### config.mk
export PLATFORM = sky130hd
export DESIGN_NAME = dpv_host
export DESIGN_NICKNAME = d
export VERILOG_FILES = /design/src/dpv_host.v
export VERILOG_INCLUDE_DIRS = /design/src
export SDC_FILE = /design/constraint.sdc
export NUM_CORES = 1
export LEC_CHECK = 0
export ABC_AREA = 1
export ABC_CLOCK_PERIOD_IN_PS = 7000
export BUFFER_PORTS_ARGS = -buffer_cell sky130_fd_sc_hd__buf_2
export CORE_ASPECT_RATIO = 1.4
export CORE_MARGIN = 5
export CORE_UTILIZATION = 55
export CTS_BUF_LIST = sky130_fd_sc_hd__clkbuf_8
export DETAILED_ROUTE_END_ITERATION = 10
export PLACE_DENSITY_LB_ADDON = 0.1
export SYNTH_ARGS = -nofsm -noshare
export SYNTH_HDL_FRONTEND = slang
export SYNTH_SLANG_ARGS = --single-unit
### constraint.sdc
create_clock -name ref_clk -period 7 [get_ports ref_clk]
set_clock_uncertainty 0.05 [all_clocks]
set_input_delay 0.35 -clock ref_clk [delete_from_list [all_inputs] [get_ports ref_clk]]
set_output_delay 0.35 -clock ref_clk [all_outputs]
set_load 0.02 [all_outputs]
### src/dpv_defines.vh
// How it works
// [RL1] Pixel clock 34 to 48.3 MHz, nominal 40, giving 60 Hz refresh.
// [RL2] Frame holds exactly 600 active lines, total 610 to 800 lines.
// [RL3] Line holds exactly 800 active clocks, total 960 to 1150 clocks.
// [RL4] Horizontal and vertical sync outputs are held low always.
// [RL5] Every frame is a whole number of line periods.
// [RL6] Supply stays off at least 500 ms before being reapplied.
// [RL7] With supply off, all link outputs are driven low.
// [RL8] With supply on, all link outputs are actively driven.
// [RL9] Backlight on only after panel runs, off before it stops.
// [RL10] Supply fall should take 10 to 100 ms.
// [RL11] Pixel is three 8-bit fields, bit 7 most significant.
// [RL12] Horizontal reverse strap: low normal, high mirrored.
// [RL13] Vertical reverse strap: low normal, high flipped.
// [RL14] Larger colour values show brighter on the panel.
// [RL15] Data enable high exactly in active clocks, low in blanking.
`ifndef DPV_DEFINES_VH
`define DPV_DEFINES_VH
`define DPV_H_ACTIVE 11'h320
`define DPV_H_TOTAL_MIN 11'h3C0
`define DPV_H_TOTAL_MAX 11'h47E
`define DPV_H_TOTAL_NOM 11'h420
`define DPV_V_ACTIVE 10'h258
`define DPV_V_TOTAL_MIN 10'h262
`define DPV_V_TOTAL_MAX 10'h320
`define DPV_V_TOTAL_NOM 10'h274
`define DPV_CLK_PERIOD_NS 5
`define DPV_OFF_MS 500
`define DPV_BL_GAP_MS 10
`define DPV_MS_CYCLES (1000000 / `DPV_CLK_PERIOD_NS)
`define DPV_DIV_LAST 8'h04
`define DPV_DIV_FALL 8'h01
`define DPV_REG_CTRL 4'h0
`define DPV_REG_GEOM 4'h4
`define DPV_REG_STAT 4'h8
`define DPV_REG_PIX 4'hC
`endif

### src/dpv_host.v
`timescale 1ns/1ps
`include "dpv_defines.vh"
module dpv_host #(
    parameter OFF_CYCLES = `DPV_OFF_MS * `DPV_MS_CYCLES,
    parameter BL_CYCLES = `DPV_BL_GAP_MS * `DPV_MS_CYCLES
) (
    input wire ref_clk,
    input wire reset,
    input wire [3:0] s_axi_awaddr,
    input wire s_axi_awvalid,
    output reg s_axi_awready,
    input wire [31:0] s_axi_wdata,
    input wire [3:0] s_axi_wstrb,
    input wire s_axi_wvalid,
    output reg s_axi_wready,
    output reg [1:0] s_axi_bresp,
    output reg s_axi_bvalid,
    input wire s_axi_bready,
    input wire [3:0] s_axi_araddr,
    input wire s_axi_arvalid,
    output reg s_axi_arready,
    output reg [31:0] s_axi_rdata,
    output reg [1:0] s_axi_rresp,
    output reg s_axi_rvalid,
    input wire s_axi_rready,
    output reg supply_enable,
    output reg backlight_enable,
    output reg pixel_clock,
    output reg data_enable,
    output reg horizontal_sync_input,
    output reg vertical_sync_input,
    output reg [23:0] pixel_data,
    output reg horizontal_scan_reverse,
    output reg vertical_scan_reverse
);
    // One-hot power states; STAT shows the off state
    localparam ST_OFF = 4'b0001;
    localparam ST_RUN = 4'b0010;
    localparam ST_LIT = 4'b0100;
    localparam ST_DARK = 4'b1000;

    reg [3:0] state;
    reg [31:0] timer;
    reg run_req;
    reg bl_req;
    reg [10:0] h_total;
    reg [9:0] v_total;
    reg [23:0] fill_colour;
    reg [7:0] div_cnt;
    reg [10:0] h_cnt;
    reg [9:0] v_cnt;
    reg [31:0] frame_count;
    reg geom_err;
    // Bus-side capture of one write, address and data apart
    reg aw_held;
    reg w_held;
    reg [3:0] aw_addr;
    reg [31:0] w_data;
    wire link_on;
    wire [10:0] h_clamped;
    wire [10:0] v_clamped;
    wire pix_tick;
    wire active;

    // Clamp a requested total into the legal window
    // Frame totals ride in zero-extended, one bit narrower
    function [10:0] clamp11;
        input [10:0] v;
        input [10:0] lo;
        input [10:0] hi;
        begin
            clamp11 = (v < lo) ? lo : ((v > hi) ? hi : v);
        end
    endfunction

    // Geometry requests pulled into the legal window before storing
    assign h_clamped = clamp11(w_data[10:0], `DPV_H_TOTAL_MIN,
        `DPV_H_TOTAL_MAX); // [RL3]
    assign v_clamped = clamp11({1'b0, w_data[25:16]},
        {1'b0, `DPV_V_TOTAL_MIN}, {1'b0, `DPV_V_TOTAL_MAX}); // [RL2]

    // Write channel capture, either order of address and data
    // Ready pulses for one cycle, so no item is taken twice
    always @(posedge ref_clk or posedge reset) begin
        if (reset) begin
            aw_held <= 1'b0;
            w_held <= 1'b0;
            aw_addr <= 4'h0;
            w_data <= 32'h0;
            s_axi_awready <= 1'b0;
            s_axi_wready <= 1'b0;
            s_axi_bvalid <= 1'b0;
            s_axi_bresp <= 2'h0;
        end else begin
            s_axi_awready <= !aw_held && !s_axi_awready && !s_axi_bvalid;
            s_axi_wready <= !w_held && !s_axi_wready && !s_axi_bvalid;
            if (s_axi_awvalid && s_axi_awready) begin
                aw_held <= 1'b1;
                aw_addr <= s_axi_awaddr;
                s_axi_awready <= 1'b0;
            end
            if (s_axi_wvalid && s_axi_wready) begin
                w_held <= 1'b1;
                w_data <= s_axi_wdata;
                s_axi_wready <= 1'b0;
            end
            // Answer only once both halves are in
            if (aw_held && w_held) begin
                aw_held <= 1'b0;
                w_held <= 1'b0;
                s_axi_bvalid <= 1'b1;
                s_axi_bresp <= (aw_addr == `DPV_REG_STAT) ? 2'h2 : 2'h0;
            end else if (s_axi_bvalid && s_axi_bready) begin
                s_axi_bvalid <= 1'b0;
            end
        end
    end

    // Register writes; geometry is clamped so frames stay legal
    always @(posedge ref_clk or posedge reset) begin
        if (reset) begin
            run_req <= 1'b0;
            bl_req <= 1'b0;
            horizontal_scan_reverse <= 1'b0;
            vertical_scan_reverse <= 1'b0;
            h_total <= `DPV_H_TOTAL_NOM;
            v_total <= `DPV_V_TOTAL_NOM;
            fill_colour <= 24'h0;
            geom_err <= 1'b0;
        end else if (aw_held && w_held) begin
            case (aw_addr)
                `DPV_REG_CTRL: begin
                    run_req <= w_data[0];
                    bl_req <= w_data[1];
                    horizontal_scan_reverse <= w_data[2]; // [RL12]
                    vertical_scan_reverse <= w_data[3]; // [RL13]
                end
                `DPV_REG_GEOM: begin
                    h_total <= h_clamped; // [RL3]
                    v_total <= v_clamped[9:0]; // [RL2] [RL5]
                    // Remember that the last request had to be pulled in
                    geom_err <= (h_clamped != w_data[10:0]) ||
                        (v_clamped[9:0] != w_data[25:16]);
                end
                `DPV_REG_PIX: begin
                    fill_colour <= w_data[23:0]; // [RL11] [RL14]
                end
                default: begin
                end
            endcase
        end
    end

    // Read channel, one cycle after the address is taken
    // No new address is taken while an answer waits for rready
    always @(posedge ref_clk or posedge reset) begin
        if (reset) begin
            s_axi_arready <= 1'b0;
            s_axi_rvalid <= 1'b0;
            s_axi_rdata <= 32'h0;
            s_axi_rresp <= 2'h0;
        end else begin
            s_axi_arready <= !s_axi_arready && !s_axi_rvalid;
            if (s_axi_arvalid && s_axi_arready) begin
                s_axi_arready <= 1'b0;
                s_axi_rvalid <= 1'b1;
                s_axi_rresp <= 2'h0;
                case (s_axi_araddr)
                    `DPV_REG_CTRL: s_axi_rdata <= {28'h0,
                        vertical_scan_reverse, horizontal_scan_reverse,
                        bl_req, run_req};
                    `DPV_REG_GEOM: s_axi_rdata <= {6'h0, v_total,
                        5'h0, h_total};
                    `DPV_REG_STAT: s_axi_rdata <= {frame_count[27:0],
                        geom_err, backlight_enable, supply_enable,
                        state == ST_OFF};
                    `DPV_REG_PIX: s_axi_rdata <= {8'h0, fill_colour};
                    default: begin
                        s_axi_rdata <= 32'h0;
                        s_axi_rresp <= 2'h2;
                    end
                endcase
            end else if (s_axi_rvalid && s_axi_rready) begin
                s_axi_rvalid <= 1'b0;
            end
        end
    end

    // Power and backlight sequencer
    always @(posedge ref_clk or posedge reset) begin
        if (reset) begin
            state <= ST_OFF;
            // A reset may cut a live supply, so the off time restarts
            timer <= OFF_CYCLES; // [RL6]
            supply_enable <= 1'b0;
            backlight_enable <= 1'b0;
        end else begin
            // Timer runs down in every state; zero means elapsed
            if (timer != 32'h0)
                timer <= timer - 32'h1;
            case (state)
                ST_OFF: begin
                    // Off time counts from reset, the supply may be warm
                    if (run_req && timer == 32'h0) begin // [RL6]
                        supply_enable <= 1'b1;
                        timer <= BL_CYCLES;
                        state <= ST_RUN;
                    end
                end
                ST_RUN: begin
                    // Backlight waits until the panel has run a while
                    if (!run_req) begin
                        supply_enable <= 1'b0; // [RL10]
                        timer <= OFF_CYCLES;
                        state <= ST_OFF;
                    end else if (bl_req && timer == 32'h0) begin
                        backlight_enable <= 1'b1; // [RL9]
                        state <= ST_LIT;
                    end
                end
                ST_LIT: begin
                    // Backlight goes dark first, supply drops later
                    if (!run_req || !bl_req) begin
                        backlight_enable <= 1'b0; // [RL9]
                        timer <= BL_CYCLES;
                        state <= ST_DARK;
                    end
                end
                ST_DARK: begin
                    // Panel keeps running through the backlight gap
                    if (timer == 32'h0)
                        state <= ST_RUN;
                end
                default: state <= ST_OFF;
            endcase
        end
    end

    // Link goes quiet on the same edge that drops the supply, never later
    assign link_on = supply_enable && !(state == ST_RUN && !run_req);
    assign pix_tick = (div_cnt == `DPV_DIV_FALL) && pixel_clock;
    assign active = (h_cnt < `DPV_H_ACTIVE) && (v_cnt < `DPV_V_ACTIVE);

    // Divide by five: 40 MHz, two cycles high and three low
    // Even divisors miss the window: by four 50 MHz, by six 33 MHz
    always @(posedge ref_clk or posedge reset) begin
        if (reset) begin
            div_cnt <= 8'h0;
            pixel_clock <= 1'b0;
        end else if (!link_on) begin
            div_cnt <= 8'h0;
            pixel_clock <= 1'b0; // [RL7]
        end else if (div_cnt == `DPV_DIV_LAST) begin
            div_cnt <= 8'h0;
            pixel_clock <= 1'b1; // [RL1] [RL8]
        end else begin
            div_cnt <= div_cnt + 8'h1;
            if (div_cnt == `DPV_DIV_FALL)
                pixel_clock <= 1'b0; // [RL1]
        end
    end

    // Timing counters and link outputs, changed at pixel falling edge
    always @(posedge ref_clk or posedge reset) begin
        if (reset) begin
            h_cnt <= 11'h0;
            v_cnt <= 10'h0;
            frame_count <= 32'h0;
            data_enable <= 1'b0;
            pixel_data <= 24'h0;
            horizontal_sync_input <= 1'b0;
            vertical_sync_input <= 1'b0;
        end else begin
            // Syncs stay low; the panel times itself from data enable
            horizontal_sync_input <= 1'b0; // [RL4]
            vertical_sync_input <= 1'b0; // [RL4]
            if (!link_on) begin
                h_cnt <= 11'h0;
                v_cnt <= 10'h0;
                data_enable <= 1'b0; // [RL7]
                pixel_data <= 24'h0;
            end else if (pix_tick) begin
                data_enable <= active; // [RL15]
                // Blanking carries black, so no stale colour leaks out
                pixel_data <= active ? fill_colour : 24'h0; // [RL11]
                // At or past the end, so a shrunk total cannot run away
                if (h_cnt >= h_total - 11'h1) begin
                    h_cnt <= 11'h0;
                    // Frames end only on line boundaries
                    if (v_cnt >= v_total - 10'h1) begin // [RL5]
                        v_cnt <= 10'h0;
                        frame_count <= frame_count + 32'h1;
                    end else begin
                        v_cnt <= v_cnt + 10'h1;
                    end
                end else begin
                    h_cnt <= h_cnt + 11'h1;
                end
            end
        end
    end
endmodule

==> out/qor_table.md <==
| Parameter | Reported |
| --- | --- |
| Total length of routed wires | 35.3 mm |
| Weighted congestion reported at the end of routability-driven placement | 0.920 |
| Portion of total power attributed to combinational logic | 30.2% |
| Most numerous cell in the Yosys netlist | sky130_fd_sc_hd__nand2_1 |
| Slew Limit Headroom | 26.1% |
| Share of total power in sequential cells | 41.3% |
| Wire length of the first global-routing pass | 57.4 mm |
| Routed wirelength normalized by instance count | 16.2 µm |
| Number of cells in the design after placement | 2072 |
| Pre-CTS setup slack | 3.40 ns |
| Flops & latches, synth | 242 |
| Type of the most critical hold path | in -> reg |
| Switching pwr | 1870 µW |
| Run status | complete, no violations |
| Part of the cycle the worst path needs | 52.1% |
| Core area | 23200 µm² |
| Sequential share of the synthesized area | 47.0% |
| Cell at the root of the clock tree | sky130_fd_sc_hd__clkbuf_8 |
| Areal power density over the cells | 334 nW/µm² |
| Crit start category | register |
| Maximum fanout count along the critical path | 31 |
| Detail-routed via count per cell | 5.40 |
| CTS tree | done |
| Antenna Cells | 0 |
| Number of synthesized flops with an enable pin | 0 |
| Ys async rst share | 100% |
| Summed negative setup slack over all endpoints | 0 ns |
| Internal power component | 3110 µW |
| TritonCTS buffer count | 39 |
| HPWL after detailed placement | 25.2 mm |
| Number of buffers inserted by port buffering | 109 |
| Number of cells produced by synthesis | 1701 |
| Critical Path Source | h_total[0] |
| Leading post-synthesis cells by cell area | sky130_fd_sc_hd__dfrtp_1, sky130_fd_sc_hd__nand2_1, sky130_fd_sc_hd__nor2_1 |
| Post-layout minimum cycle time | 3.65 ns |
| Final setup slack of the worst path | 3.35 ns |
| Die Y | 191 µm |
| Number of warnings reported in the yosys synthesis log | 0 |
| Post-route ant nets | 0 |
| Fraction of final layout cells sized beyond drive strength 1 | 12.2% |
| Remaining routing DRC violations | 0 |
| Number of cell rows | 66 |
| Total via count after detailed routing | 11731 |
| Post-CTS sizing | 0 |
| Setup-failing EPs final | 0 |
| Filler Cell Count | 2028 |
| Hold wc startpoint | s_axi_awvalid |
| Clock latency reported for the late side of the worst-skew pair | 0.56 ns |
| Critical Setup Path Class | reg -> reg |
| Fraction of power spent switching nets | 37.5% |
| Clock share of power | 28.4% |
| Endpoint type of the worst setup path | register |
| Netlist area before placement | 12900 µm² |
| Number of violations of the max-capacitance limit | 0 |
| Area growth from synthesis to layout | 15.4% |
| Maximum clock path buffer count | 3 |
| Fin cells | 2174 |
| Fraction of post-synthesis cell area in the top cell type by area | 43.0% |
| Synth unique cells | 45 |
| Post CTS Setup Buffer Count | 0 |
| Top cell types by occurrence after synthesis | sky130_fd_sc_hd__nand2_1, sky130_fd_sc_hd__dfrtp_1, sky130_fd_sc_hd__nor2_1, sky130_fd_sc_hd__inv_1, sky130_fd_sc_hd__nand3_1 |
| Most instantiated flip-flop cell in the synthesis netlist | sky130_fd_sc_hd__dfrtp_1 |
| Maximum achievable frequency | 274 MHz |
| Slew at the pin closest to its max-slew limit | 1.10 ns |
| Final Hold Viols | 0 |
| Number of optimization iterations in the first detailed-route pass | 5 |
| Number of H-tree branching levels | 2 |
| Required time worst endpoint | 7.37 ns |
| Power consumption | 4980 µW |
| Global routing usage summed across all routing layers | 26.4% |
| Remaining global-route overflow | 0 |
| Clock net sink count | 242 |
| Beginning of the worst register-to-register path | h_total[0] |
| I/O pin count | 124 |
| Starting Density | 55.7% |
| Via count of the first global-routing pass | 11362 |
| Unrepaired setup endpoints after global routing | false |
| Synth area leader | sky130_fd_sc_hd__dfrtp_1 |
| Max rail drop VDD | 248 µV |
| Mean area per synthesized cell | 7.60 µm² |
| Static Leakage | 0.00758 µW |
| Area of the die | 26700 µm² |
| Final Max Slew Viols | 0 |
| Violation count after the first detailed-routing iteration | 675 |
| NumNets Final | 1922 |
| Worst EP arrival | 4.01 ns |
| Worst-path clk slew | 0.06 ns |
| Width of the die | 140 µm |
| Number of antenna violations at the first check in global routing | 0 |
| Pin count of the biggest net entering global routing | 138 |
==> cells by family after synthesis <==
group,Yosys count,synth area share [%]
AOI/OAI and AO/OA,180,7.57
xor gates and xnor gates,58,3.93
adders and majority gates,31,3.00
buffers and inverters,219,6.86
DFF,242,47.0
other,1,0.0290
and+or+nand+nor,970,31.6
==> power groups by stage <==
stage	logic [µW]	registers, µW	clock network (µW)
2_1_floorplan	1070	2040	0
3_3_place_gp	1460	2060	0
3_5_place_dp	1490	2070	0
4_1_cts	1510	2050	1440
5_1_grt	1730	2100	1500
6_report	1510	2060	1420
==> worst paths after layout <==
path,slack [ns],endpoint,depth (start not counted)
min reg2reg,0.39,s_axi_arready,1
min in group asynchronous,0.47,pixel_clock,3
max in group asynchronous,5.09,w_data[8],4
max,3.35,frame_count[12],16
min,0.04,aw_addr[1],4
max reg2reg,3.35,frame_count[12],16
==> layout make-up <==
type / count / area, µm² / area share, %
Multi-Input combinational cell: 1243 / 5980 / 40.1
Tap cell: 306 / 383 / 2.57
Inverter: 164 / 624 / 4.18
Clock inverter: 23 / 270 / 1.81
Clock buffer: 46 / 633 / 4.24
Sequential cell: 242 / 6080 / 40.8
Timing Repair Buffer: 150 / 948 / 6.36
==> through the flow <==
step | instance area [µm²] | hold WS (ns) | util [%]
floorplan | 12900 | 0.375 | -
global placement | 13700 | 0.372 | 59.0
detailed placement | 13700 | 0.379 | 59.0
CTS | 14900 | 0.0477 | 64.3
global route | 14900 | 0.0682 | 64.3
finish | 14900 | 0.0440 | 64.3
==> per-layer routing <==
| metal | track usage (%) | vias up | wire length [µm] |
|---|---|---|---|
| met3 | 3.73 | 87 | 1730 |
| met4 | 9.96 | 0 | 1400 |
| met5 | 0 | - | 0 |
| li1 | - | 5721 | - |
| met2 | 47.2 | 384 | 17800 |
| met1 | 32.3 | 5539 | 14400 |
==> worst max-delay path, stage by stage (launching register included) <==
cell and delay [ns]:
sky130_fd_sc_hd__dfrtp_1 0.37, sky130_fd_sc_hd__inv_1 0.18, sky130_fd_sc_hd__ha_1 0.25, sky130_fd_sc_hd__nand4_1 0.15
sky130_fd_sc_hd__nor2_1 0.13, sky130_fd_sc_hd__nand2_1 0.09, sky130_fd_sc_hd__nor3_1 0.19, sky130_fd_sc_hd__xor2_1 0.10
sky130_fd_sc_hd__ha_1 0.32, sky130_fd_sc_hd__nand2_1 0.07, sky130_fd_sc_hd__nor2_1 0.15, sky130_fd_sc_hd__nand3_1 0.09
sky130_fd_sc_hd__nand4_1 0.08, sky130_fd_sc_hd__buf_4 0.35, sky130_fd_sc_hd__nand3_2 0.60, sky130_fd_sc_hd__nand2_1 0.22
sky130_fd_sc_hd__nand2_1 0.07
==> placed cells by master (no fill, tap or decap), types with 14 or more instances in the layout <==
master,instances
sky130_fd_sc_hd__dfstp_2,20
sky130_fd_sc_hd__ha_1,31
sky130_fd_sc_hd__nand4_1,45
sky130_fd_sc_hd__a21oi_1,31
sky130_fd_sc_hd__clkbuf_8,46
sky130_fd_sc_hd__nand3_1,115
sky130_fd_sc_hd__nor3_1,26
sky130_fd_sc_hd__xnor2_1,14
sky130_fd_sc_hd__dlygate4sd3_1,33
sky130_fd_sc_hd__nor2_1,194
sky130_fd_sc_hd__nand2_1,557
sky130_fd_sc_hd__xor2_1,44
sky130_fd_sc_hd__o21ai_0,106
sky130_fd_sc_hd__inv_1,166
sky130_fd_sc_hd__dfrtp_1,222
sky130_fd_sc_hd__buf_2,109
==> repair_timing <==
| item | CTS | global route |
|---|---|---|
| hold endpoints to repair | 71 | 0 |
| hold buffers | 33 | 0 |
| setup endpoints to repair | 0 | 0 |
==> state kept, by name (all words and copies together) (netlist names), 8 cells and up <==
signal / cells
div_cnt: 8
fill_colour: 24
frame_count: 28
h_cnt: 11
h_total: 11
pixel_data: 24
s_axi_rdata: 32
timer: 32
v_cnt: 10
v_total: 10
w_data: 26
Note: power is estimated with default switching activity, not from simulation.
